==> src/rtl/switch_port_pkg.sv <==
// Shared constants and carrier types for the switch port current control
package switch_port_pkg;
  localparam int CHANNELS = 8;
  localparam int DIR_CHANNELS = 3;
  localparam int SYNC_STAGES = 3;
  localparam logic RESET_LOW = 1'h0;
  localparam logic [7:0] RESET_BYTE = 8'h00;
  localparam logic [1:0] IRQ_CODE_NONE = 2'h0;
  localparam logic [1:0] IRQ_CODE_CHANGE = 2'h1;
  localparam logic [2:0] SINK_CAPABLE_MASK = 3'h7;
  localparam int RATIO_FULL = 100;
  localparam int RATIO_HALF = 50;

  // One command word as delivered by the serial engine
  typedef struct packed {
    logic channel_program_enable;
    logic [2:0] channel_addr;
    logic source_enable;
    logic sink_select;
    logic irq_or_slope;
    logic source_direct_on;
    logic current_halve;
  } cmd_word_t;

  // Per-channel configuration as held by the block
  typedef struct packed {
    logic source_enable;
    logic source_direct_on;
    logic sink_select;
    logic channel_irq_enable;
  } chan_cfg_t;

  // Switch-interface part of the status word
  typedef struct packed {
    logic source_overtemp;
    logic [1:0] irq_source_code;
    logic [7:0] comparator_state_bit;
  } status_word_t;
endpackage

==> src/rtl/switch_port_current_control.sv <==
// Eight-channel switch interface control: configuration, gating, thermal, status
// Function
// - Only channels one to three may become low-side sinks.
// - Direction bit resets to 0 (source); 1 selects sink on channels one to three.
// - Current-halve bit at 1 halves output current, ratio 100 down to 50.
// - Enabled channel with direct-on 1 stays on; with 0 its gate input switches it.
// - Output off when disabled, or gated with gate low; otherwise on.
// - Low-power mode allowed only while every channel output is off.
// - Gate one drives 1,7,8; gate two drives 2,5,6; gate three drives 3,4.
// - One slope-disable bit for all outputs; 1 removes transition times.
// - Three-bit address equals channel number minus one.
// - Program-enable 1 loads enable, direction, irq-enable, direct-on into addressed channel.
// - Slope-disable changes only on words with program-enable 0, no channel bits then.
// - Any overtemperature turns all outputs off and raises an interrupt.
// - Thermal shutdown keeps enable bits; outputs resume after cooling.
// - Each channel's debounced comparator state is readable in the status word.
// - Outputs drive only in active mode.
// - A switch state change can wake the system from low-power mode.
// - Shared bit is irq-enable with program-enable 1, slope-disable with 0.
// - Comparator sampled at gate or direct-on fall; change raises enabled interrupt.
// - Gate rise in low-power mode with enabled gated channels requests active mode.
// - Change interrupt source code clears after the host reads the status word.
`timescale 1ns/1ps
module switch_port_current_control
  import switch_port_pkg::*;
(
  input wire logic core_clk,
  input wire logic rst,
  input wire logic cmd_valid,
  input wire cmd_word_t cmd_word,
  input wire logic status_read,
  input wire logic gate_input_one,
  input wire logic gate_input_two,
  input wire logic gate_input_three,
  input wire logic [CHANNELS-1:0] comparator_in,
  input wire logic [CHANNELS-1:0] overtemp_in,
  input wire logic active_mode,
  input wire logic low_power_mode,
  output logic [CHANNELS-1:0] source_on,
  output logic [CHANNELS-1:0] sink_mode,
  output logic slope_disable,
  output logic current_halve,
  output logic low_power_permitted,
  output logic wake_request,
  output status_word_t status_word,
  output logic irq_out_n
);
  localparam int SYNC_WIDTH = 3 + 2 * CHANNELS;

  logic [SYNC_WIDTH-1:0] sync_in;
  logic [SYNC_WIDTH-1:0] sync_out;
  logic [2:0] gate_level;
  logic [2:0] gate_prev_reg;
  logic [2:0] gate_rise;
  logic [CHANNELS-1:0] comparator_level;
  logic [CHANNELS-1:0] overtemp_level;
  logic overtemp_any;
  logic drive_allowed;

  logic [CHANNELS-1:0] enable_reg;
  logic [CHANNELS-1:0] direct_reg;
  logic [CHANNELS-1:0] sink_reg;
  logic [CHANNELS-1:0] irq_en_reg;
  logic [CHANNELS-1:0] addr_hit;
  logic [CHANNELS-1:0] load_chan;
  logic load_global;
  logic slope_reg;
  logic halve_reg;

  logic [CHANNELS-1:0] chan_gate;
  logic [CHANNELS-1:0] chan_off;
  logic [CHANNELS-1:0] chan_change;
  logic change_irq;
  logic [1:0] code_reg;
  logic [1:0] code_next;
  logic ot_pend_reg;
  logic ot_pend_next;
  logic ot_prev_reg;
  logic ot_rise;
  logic [CHANNELS-1:0] gated_ready;
  logic wake_gate;
  logic wake_reg;
  status_word_t status_reg;

  // All pin-side inputs pass one shared synchroniser
  assign sync_in = {overtemp_in, comparator_in, gate_input_three, gate_input_two,
                    gate_input_one};
  pin_sync #(
    .WIDTH(SYNC_WIDTH)
  ) u_pin_sync (
    .core_clk(core_clk),
    .rst(rst),
    .pin_in(sync_in),
    .level_out(sync_out)
  );
  assign gate_level = sync_out[2:0];
  assign comparator_level = sync_out[3 +: CHANNELS];
  assign overtemp_level = sync_out[3 + CHANNELS +: CHANNELS];

  // Any monitor over threshold shuts every source, config untouched
  assign overtemp_any = |overtemp_level;
  assign drive_allowed = active_mode & ~overtemp_any;

  // Fixed gate-to-channel wiring
  assign chan_gate[0] = gate_level[0];
  assign chan_gate[1] = gate_level[1];
  assign chan_gate[2] = gate_level[2];
  assign chan_gate[3] = gate_level[2];
  assign chan_gate[4] = gate_level[1];
  assign chan_gate[5] = gate_level[1];
  assign chan_gate[6] = gate_level[0];
  assign chan_gate[7] = gate_level[0];

  // Address decode: binary value is channel number minus one
  assign addr_hit = CHANNELS'(1) << cmd_word.channel_addr;
  assign load_chan = (cmd_valid & cmd_word.channel_program_enable) ? addr_hit : '0;
  assign load_global = cmd_valid & ~cmd_word.channel_program_enable;

  // Channel configuration loads only for the addressed channel
  always_ff @(posedge core_clk) begin
    if (rst) begin
      enable_reg <= RESET_BYTE;
      direct_reg <= RESET_BYTE;
      sink_reg <= RESET_BYTE;
      irq_en_reg <= RESET_BYTE;
    end else begin
      for (int i = 0; i < CHANNELS; i++) begin
        if (load_chan[i]) begin
          enable_reg[i] <= cmd_word.source_enable;
          direct_reg[i] <= cmd_word.source_direct_on;
          sink_reg[i] <= cmd_word.sink_select;
          irq_en_reg[i] <= cmd_word.irq_or_slope;
        end
      end
    end
  end

  // Global bits; halve goes with every word since it has no address
  always_ff @(posedge core_clk) begin
    if (rst) begin
      slope_reg <= RESET_LOW;
      halve_reg <= RESET_LOW;
    end else begin
      if (load_global) begin
        slope_reg <= cmd_word.irq_or_slope;
      end
      if (cmd_valid) begin
        halve_reg <= cmd_word.current_halve;
      end
    end
  end
  assign slope_disable = slope_reg;
  assign current_halve = halve_reg;

  // Direction only reaches the three sink-capable channels
  assign sink_mode = sink_reg & {5'h00, SINK_CAPABLE_MASK};

  // Per-channel drive and state-change logic
  for (genvar c = 0; c < CHANNELS; c++) begin : g_chan
    chan_cfg_t cfg;
    assign cfg = '{source_enable: enable_reg[c], source_direct_on: direct_reg[c],
                   sink_select: sink_reg[c], channel_irq_enable: irq_en_reg[c]};
    switch_channel u_channel (
      .core_clk(core_clk),
      .rst(rst),
      .cfg(cfg),
      .gate_level(chan_gate[c]),
      .comparator_level(comparator_level[c]),
      .drive_allowed(drive_allowed),
      .source_on(source_on[c]),
      .output_off(chan_off[c]),
      .state_change(chan_change[c])
    );
  end

  // Low power allowed only with every source idle
  assign low_power_permitted = &chan_off;

  // Interrupt events; a new event wins over a clearing read
  assign change_irq = |(chan_change & irq_en_reg);
  assign ot_rise = overtemp_any & ~ot_prev_reg;
  assign code_next = change_irq ? IRQ_CODE_CHANGE :
                     (status_read ? IRQ_CODE_NONE : code_reg);
  assign ot_pend_next = ot_rise | (ot_pend_reg & ~status_read);

  // Interrupt state; reset leaves the request line released
  always_ff @(posedge core_clk) begin
    if (rst) begin
      code_reg <= IRQ_CODE_NONE;
      ot_pend_reg <= RESET_LOW;
      ot_prev_reg <= RESET_LOW;
    end else begin
      code_reg <= code_next;
      ot_pend_reg <= ot_pend_next;
      ot_prev_reg <= overtemp_any;
    end
  end
  // Request stays low while a change code or an overtemp is pending
  assign irq_out_n = ~((code_reg == IRQ_CODE_CHANGE) | ot_pend_reg);

  // Wake: gate rise onto enabled gated channels, or an enabled change
  assign gate_rise = gate_level & ~gate_prev_reg;
  assign gated_ready = enable_reg & ~direct_reg;
  assign wake_gate = |(gated_ready & chan_gate & {gate_rise[0], gate_rise[0],
                       gate_rise[1], gate_rise[1], gate_rise[2], gate_rise[2],
                       gate_rise[1], gate_rise[0]});

  // Gate history for edges; wake is one pulse per event
  always_ff @(posedge core_clk) begin
    if (rst) begin
      gate_prev_reg <= 3'h0;
      wake_reg <= RESET_LOW;
    end else begin
      gate_prev_reg <= gate_level;
      wake_reg <= low_power_mode & (wake_gate | change_irq);
    end
  end
  assign wake_request = wake_reg;

  // Status snapshot is registered so the serial engine sees stable data
  always_ff @(posedge core_clk) begin
    if (rst) begin
      status_reg <= '0;
    end else begin
      status_reg.comparator_state_bit <= comparator_level;
      status_reg.irq_source_code <= code_next;
      status_reg.source_overtemp <= overtemp_any;
    end
  end
  assign status_word = status_reg;

  // Checks
  ot_all_off_a: assert property (@(posedge core_clk) disable iff (rst)
    overtemp_any |-> source_on == '0) else $error("source on during overtemp");
  inactive_off_a: assert property (@(posedge core_clk) disable iff (rst)
    !active_mode |-> source_on == '0) else $error("source on outside active mode");
  high_side_a: assert property (@(posedge core_clk) disable iff (rst)
    sink_mode[7:3] == 5'h00) else $error("sink on high-side-only channel");
  program_load_a: assert property (@(posedge core_clk) disable iff (rst)
    cmd_valid && cmd_word.channel_program_enable |=>
    enable_reg[$past(cmd_word.channel_addr)] == $past(cmd_word.source_enable))
    else $error("addressed channel not loaded");
  slope_update_a: assert property (@(posedge core_clk) disable iff (rst)
    cmd_valid && !cmd_word.channel_program_enable |=>
    slope_disable == $past(cmd_word.irq_or_slope) && $stable(enable_reg))
    else $error("global word misapplied");
  slope_hold_a: assert property (@(posedge core_clk) disable iff (rst)
    cmd_valid && cmd_word.channel_program_enable |=> $stable(slope_disable))
    else $error("slope changed by channel word");
  ot_keep_a: assert property (@(posedge core_clk) disable iff (rst)
    overtemp_any && !cmd_valid |=> $stable(enable_reg))
    else $error("enables lost in overtemp");
  ot_irq_a: assert property (@(posedge core_clk) disable iff (rst)
    ot_rise && !status_read |=> !irq_out_n) else $error("no overtemp irq");
  change_irq_a: assert property (@(posedge core_clk) disable iff (rst)
    change_irq |=> !irq_out_n ##0 code_reg == IRQ_CODE_CHANGE)
    else $error("change not reported");
  read_clear_a: assert property (@(posedge core_clk) disable iff (rst)
    status_read && !change_irq |=> code_reg == IRQ_CODE_NONE)
    else $error("source code not cleared");
  lp_idle_a: assert property (@(posedge core_clk) disable iff (rst)
    low_power_permitted |-> source_on == '0) else $error("low power with source on");
  gate_wake_a: assert property (@(posedge core_clk) disable iff (rst)
    low_power_mode && wake_gate |=> wake_request) else $error("no gate wake");
  change_cov: cover property (@(posedge core_clk) disable iff (rst) change_irq);
  ot_cov: cover property (@(posedge core_clk) disable iff (rst) ot_rise ##1 !overtemp_any);
  wake_cov: cover property (@(posedge core_clk) disable iff (rst) wake_request);
  halve_cov: cover property (@(posedge core_clk) disable iff (rst)
    current_halve && slope_disable);
  lp_cov: cover property (@(posedge core_clk) disable iff (rst)
    !low_power_permitted ##1 low_power_permitted);

  // Reset values of direction and global bits
  reset_dir_a: assert property (@(posedge core_clk)
    $fell(rst) |-> sink_mode == RESET_BYTE) else $error("direction not cleared by reset");
  reset_glob_a: assert property (@(posedge core_clk)
    $fell(rst) |-> !slope_disable && !current_halve && irq_out_n)
    else $error("global bits not cleared by reset");

  // Command loading; the !rst antecedent keeps reset edges out of $past
  halve_load_a: assert property (@(posedge core_clk) disable iff (rst)
    cmd_valid |=> current_halve == $past(cmd_word.current_halve))
    else $error("current halve not loaded");
  halve_hold_a: assert property (@(posedge core_clk) disable iff (rst)
    !rst && !cmd_valid |=> $stable(current_halve))
    else $error("current halve changed without word");
  slope_idle_a: assert property (@(posedge core_clk) disable iff (rst)
    !rst && !cmd_valid |=> $stable(slope_disable))
    else $error("slope changed without word");
  sink_load_a: assert property (@(posedge core_clk) disable iff (rst)
    cmd_valid && cmd_word.channel_program_enable && cmd_word.channel_addr < DIR_CHANNELS |=>
    sink_mode[$past(cmd_word.channel_addr)] == $past(cmd_word.sink_select))
    else $error("direction bit not applied");
  sink_high_a: assert property (@(posedge core_clk) disable iff (rst)
    cmd_valid && cmd_word.channel_program_enable && cmd_word.channel_addr >= DIR_CHANNELS |=>
    $stable(sink_mode))
    else $error("direction changed by high-side word");
  direct_load_a: assert property (@(posedge core_clk) disable iff (rst)
    cmd_valid && cmd_word.channel_program_enable |=>
    direct_reg[$past(cmd_word.channel_addr)] == $past(cmd_word.source_direct_on))
    else $error("direct-on bit not loaded");
  irq_en_load_a: assert property (@(posedge core_clk) disable iff (rst)
    cmd_valid && cmd_word.channel_program_enable |=>
    irq_en_reg[$past(cmd_word.channel_addr)] == $past(cmd_word.irq_or_slope))
    else $error("irq enable not loaded");
  only_addr_a: assert property (@(posedge core_clk) disable iff (rst)
    !rst |=> ((enable_reg ^ $past(enable_reg)) & ~$past(load_chan)) == '0)
    else $error("unaddressed channel changed");

  // Drive decision against the configuration table
  direct_on_a: assert property (@(posedge core_clk) disable iff (rst)
    drive_allowed |-> (enable_reg & direct_reg & ~source_on) == '0)
    else $error("direct-on channel not driven");
  gated_off_a: assert property (@(posedge core_clk) disable iff (rst)
    (source_on & (~enable_reg | (~direct_reg & ~chan_gate))) == '0)
    else $error("channel driven while off");
  resume_a: assert property (@(posedge core_clk) disable iff (rst)
    active_mode && !overtemp_any |-> source_on == (enable_reg & (direct_reg | chan_gate)))
    else $error("outputs did not follow configuration");
  lp_permit_a: assert property (@(posedge core_clk) disable iff (rst)
    low_power_permitted == &(~enable_reg | (~direct_reg & ~chan_gate)))
    else $error("low power permission wrong");

  // Status word and interrupt sources
  cmp_status_a: assert property (@(posedge core_clk) disable iff (rst)
    !rst |=> status_word.comparator_state_bit == $past(comparator_level))
    else $error("comparator state not reported");
  ot_status_a: assert property (@(posedge core_clk) disable iff (rst)
    !rst |=> status_word.source_overtemp == $past(overtemp_any))
    else $error("overtemp state not reported");
  status_code_a: assert property (@(posedge core_clk) disable iff (rst)
    !rst |=> status_word.irq_source_code == code_reg)
    else $error("status code differs from source code");
  ot_clear_a: assert property (@(posedge core_clk) disable iff (rst)
    status_read && !ot_rise |=> !ot_pend_reg) else $error("overtemp request not cleared");
  code_hold_a: assert property (@(posedge core_clk) disable iff (rst)
    !rst && !status_read && !change_irq |=> $stable(code_reg))
    else $error("source code changed without event");

  // Wake requests only from low power and only on an event
  change_wake_a: assert property (@(posedge core_clk) disable iff (rst)
    low_power_mode && change_irq |=> wake_request) else $error("no change wake");
  wake_mode_a: assert property (@(posedge core_clk) disable iff (rst)
    !low_power_mode |=> !wake_request) else $error("wake outside low power");
  wake_past_a: assert property (@(posedge core_clk) disable iff (rst)
    wake_request |-> $past(low_power_mode)) else $error("wake without low power");
  no_spur_wake_a: assert property (@(posedge core_clk) disable iff (rst)
    !rst && !wake_gate && !change_irq |=> !wake_request)
    else $error("wake without event");
endmodule

==> src/rtl/pin_sync.sv <==
// Three-stage synchroniser that accepts a change once stages two and three agree
`timescale 1ns/1ps
module pin_sync
  import switch_port_pkg::*;
#(
  parameter int WIDTH = 1
) (
  input wire logic core_clk,
  input wire logic rst,
  input wire logic [WIDTH-1:0] pin_in,
  output logic [WIDTH-1:0] level_out
);
  logic [WIDTH-1:0] stage1_reg;
  logic [WIDTH-1:0] stage2_reg;
  logic [WIDTH-1:0] stage3_reg;
  logic [WIDTH-1:0] level_reg;
  logic [WIDTH-1:0] agree;
  logic [WIDTH-1:0] level_next;

  // Per bit, take the new value only where the last two stages match
  assign agree = ~(stage2_reg ^ stage3_reg);
  assign level_next = (agree & stage3_reg) | (~agree & level_reg);
  assign level_out = level_reg;

  // Stage one feeds stage two only, to keep metastability contained
  always_ff @(posedge core_clk) begin
    if (rst) begin
      stage1_reg <= '0;
      stage2_reg <= '0;
      stage3_reg <= '0;
      level_reg <= '0;
    end else begin
      stage1_reg <= pin_in;
      stage2_reg <= stage1_reg;
      stage3_reg <= stage2_reg;
      level_reg <= level_next;
    end
  end
endmodule

==> src/rtl/switch_channel.sv <==
// One switch channel: drive decision and comparator state-change detection
`timescale 1ns/1ps
module switch_channel
  import switch_port_pkg::*;
(
  input wire logic core_clk,
  input wire logic rst,
  input wire chan_cfg_t cfg,
  input wire logic gate_level,
  input wire logic comparator_level,
  input wire logic drive_allowed,
  output logic source_on,
  output logic output_off,
  output logic state_change
);
  logic trigger;
  logic trigger_reg;
  logic trigger_fall;
  logic sample_reg;
  logic sample_next;
  logic change_reg;

  // Gated mode follows the gate; direct mode is on regardless
  assign trigger = cfg.source_direct_on | gate_level;
  assign output_off = ~cfg.source_enable | ~trigger;
  assign source_on = drive_allowed & ~output_off;

  // Sampling at source switch-off sees a settled comparator
  assign trigger_fall = trigger_reg & ~trigger;
  assign sample_next = trigger_fall ? comparator_level : sample_reg;
  assign state_change = change_reg;

  always_ff @(posedge core_clk) begin
    if (rst) begin
      trigger_reg <= RESET_LOW;
      sample_reg <= RESET_LOW;
      change_reg <= RESET_LOW;
    end else begin
      trigger_reg <= trigger;
      sample_reg <= sample_next;
      change_reg <= trigger_fall & (comparator_level ^ sample_reg);
    end
  end

  // A change pulse only ever follows a trigger fall
  fall_only_a: assert property (@(posedge core_clk) disable iff (rst)
    !rst && !trigger_fall |=> !change_reg) else $error("change without trigger fall");
endmodule

==> config.mk <==
export PLATFORM = sky130hd
export DESIGN_NAME = switch_port_current_control
export DESIGN_NICKNAME = d
export VERILOG_FILES = /design/src/rtl/switch_port_pkg.sv /design/src/rtl/switch_port_current_control.sv /design/src/rtl/pin_sync.sv /design/src/rtl/switch_channel.sv
export SDC_FILE = /design/constraint.sdc
export NUM_CORES = 1
export LEC_CHECK = 0
export ABC_AREA = 0
export BUFFER_PORTS_ARGS = -buffer_cell sky130_fd_sc_hd__buf_2
export CORE_AREA = 2 2 110 112
export DETAILED_ROUTE_END_ITERATION = 8
export DIE_AREA = 0 0 112 114
export GPL_TIMING_DRIVEN = 0
export SLEW_MARGIN = 40
export SYNTH_ARGS = -nofsm -noshare
export SYNTH_HDL_FRONTEND = slang
export SYNTH_SLANG_ARGS = --single-unit
==> constraint.sdc <==
create_clock -name core_clk -period 2 [get_ports core_clk]
set_input_delay 0.4 -clock core_clk [delete_from_list [all_inputs] [get_ports core_clk]]
set_output_delay 0.4 -clock core_clk [all_outputs]
set_load 0.02 [all_outputs]
==> impl_metrics.yaml <==
hold_path:
  hp-class: "primary input to register"
setup_path:
  rr_worst_depth: 3
  timing.critical_path.cells: "nor4_4 > nand3_4 > buf_12 > nor2_4 > buf_6"
  end_kind: "output port"
  cpPeakStageDelay_ns: 0.39
  required_ns: 1.60
  regToRegStartpoint: "direct_reg[1]$_SDFFE_PP0P_"
  cp_data_arrival_time_ns: 1.65
  crit_family: "simple AND/OR/NAND/NOR gates"
  r2r_end: "wake_request$_SDFF_PP0_"
  worstSetupStartpointType: "register"
  crit_slowest_cell: "nor4_4"
  cp-endpoint: "source_on[1]"
  crit_buf_inv: 2
  cp_max_fo: 8
  crit_type: "register to output port"
  crit_cells: 5
  r2r_slack_ns: 0.60
sta:
  fmax_mhz: 487
  hold_slack_ns: 0.190
  min_period_ns: 2.05
  worstMarginPinSlew_ns: 0.549
  setup_slack_ns: -0.0531
  hold_viol: 0
  finClkSkew_ns: 0.0104
  maxSlewViolCount: 0
  rsz0062_at_grt: "true"
  setup_viol: 8
  fin_crit_sh_pct: 103
  max_slew_margin_pct: 63.4
placement:
  gp_congestion: 0.850
  post_dp_cell_area_um2: 5580
  placed_cells: 736
  pre_cts_ws_ns: 0.0275
  dpl.hpwl_um: 7430
  port_buffers: 55
floorplan:
  ios: 66
  num_rows: 40
  core_area_um2: 11700
  die_width_um: 112
  start_util_pct: 43.6
  die_h_um: 114
  dieArea_um2: 12800
synthesis:
  async_flop_share_pct: 0
  synth_area_um2: 5110
  synthTopCellsByArea: "dfxtp_1, nor2b_1, a21oi_1"
  ys_seq_area_share_pct: 56.5
  synth-edff-count: 0
  synth.top_cell.area_share_pct: 56.5
  synth_cells: 529
  synthDistinctLibCells: 35
  synthAdderAreaFrac_pct: 0
  syn_avg_cell_area_um2: 9.65
  synth-main-ff-cell: "dfxtp_1"
  synthMuxAreaShare_pct: 1.96
  yosysWarnings: 0
  synth-seq-cells: 144
  synthXorXnorAreaFrac_pct: 1.37
  synth_top_family_by_area: "simple AND/OR/NAND/NOR gates"
  yosysTopAreaCell: "dfxtp_1"
  synth_compound_gate_area_share_pct: 11.5
  synthSimpleGateAreaFrac_pct: 22.2
cts:
  numCtsBuffers: 17
  clockRootBuffer: "clkbuf_16"
  htree_levels: 4
  cts_sinks: 144
  cts_tree: "built"
  hold_buffers: 0
  clock_latency_ns: 0.42
  clk_pin_slew_ns: 0.06
  cts_max_path_buffers: 2
routing:
  vias: 3764
  drt_wl_total_um: 10800
  wl_per_cell_um: 14.1
  ant_nets: 0
  remaining_drc_errors: 0
  viasPerCell: 4.91
  firstDrtPassIters: 5
  drt_iter0_markers: 235
cells_and_area:
  drive_above_1_share_pct: 25.0
  regArea_um2: 2890
  finalNonFillerCells: 767
  fin_nets: 642
  fillers: 1058
  multi_input_area_um2: 2060
  post-route-util_pct: 54.9
  area_growth_pct: 25.9
  design_area_um2: 6430
  layout_commonest_cell: "dfxtp_1"
  final_cell_mix: "dfxtp_1, nor2b_1, buf_2, a21oi_1, o21ai_0"
  antenna_cells: 0
global_route:
  grt-ovfl-total: 0
  grt_max_degree: 17
  track_usage_pct: 18.0
  grt_pass1_wl_um: 17700
  antenna_found_initial: 0
  grt_pass1_vias: 3587
power:
  power_density_nw_per_um2: 1010
  ir_drop_uv: 692
  p_leak_nw: 2.53
job:
  drv_cap: 0
outcome:
  violations: "negative setup slack"
  status: "finished, violations left"
[stage by stage]
stage / power, mW / setup TNS [ns]
5_1_grt: 6.72 / -1.20
2_1_floorplan: 3.18 / 0
4_1_cts: 6.55 / -0.616
3_5_place_dp: 3.28 / 0
3_3_place_gp: 3.27 / 0
6_report: 6.50 / -0.312
[per-layer routing]
layer  track usage [%]  share of wire [%]  wire length [um]  up-vias
met4              7.80                1.1               114        0
met1              22.7                 45              4800     1744
li1                  -                  -                 -     1907
met3              6.11                6.2               665        9
met5                 0                  0                 0        -
met2              28.2                 48              5200      104
[repair_timing]
item                       in CTS  in global routing
setup endpoints to repair       9                  9
buffers inserted                6                  4
resized for setup              61                  5
pin swaps                      17                 15
[power by group]
part	total, mW	internal (mW)	switching, mW
Sequential	2.96	2.93	0.0279
Clock	3.27	2.08	1.19
Combinational	0.277	0.115	0.162
[cell families (layout without fill, tap and decap cells)]
group / after synthesis / in the layout
compound gates: 112 / 112
mux: 10 / 10
flops: 144 / 144
simple gates: 205 / 205
other cells: 1 / 6
xor+xnor: 8 / 8
buf+inv: 49 / 135
[synthesized netlist by cell type, drive strengths merged (2+ instances only)]
master	number
dfxtp	144
nor2b	78
o21ai	55
a21oi	49
nor2	44
buf	33
nand3	29
nand2	28
clkbuf	14
mux2i	10
nor3b	9
xor2	8
a22oi	4
nand2b	3
and2b	2
and3b	2
inv	2
nand3b	2
nand4	2
nor4	2
o311ai	2
[how the worst min path moves through the flow]
stage	slack (ns)	startpoint	end	cells after the start
after floorplan	0.41	u_pin_sync.stage1_reg[0]$_SDFF_PP0_	u_pin_sync.stage2_reg[0]$_SDFF_PP0_	1
after global routing	0.18	overtemp_in[4]	u_pin_sync.stage1_reg[15]$_SDFF_PP0_	2
after global placement	0.42	u_pin_sync.stage1_reg[11]$_SDFF_PP0_	u_pin_sync.stage2_reg[11]$_SDFF_PP0_	1
after CTS	0.17	overtemp_in[0]	u_pin_sync.stage1_reg[11]$_SDFF_PP0_	2
final	0.19	gate_input_two	u_pin_sync.stage1_reg[1]$_SDFF_PP0_	2
after detailed placement	0.42	u_pin_sync.stage1_reg[9]$_SDFF_PP0_	u_pin_sync.stage2_reg[9]$_SDFF_PP0_	1
[cell type report]
cell class / instances / area share, %
Buffer: 37 / 4.05
Clock buffer: 18 / 6.67
Clock inverter: 13 / 2.90
Inverter: 2 / 0.117
Multi-Input combinational cell: 341 / 32.0
Sequential cell: 144 / 45.0
Tap cell: 147 / 2.86
Timing Repair Buffer: 65 / 6.46
(Power assumes the default switching activity.)
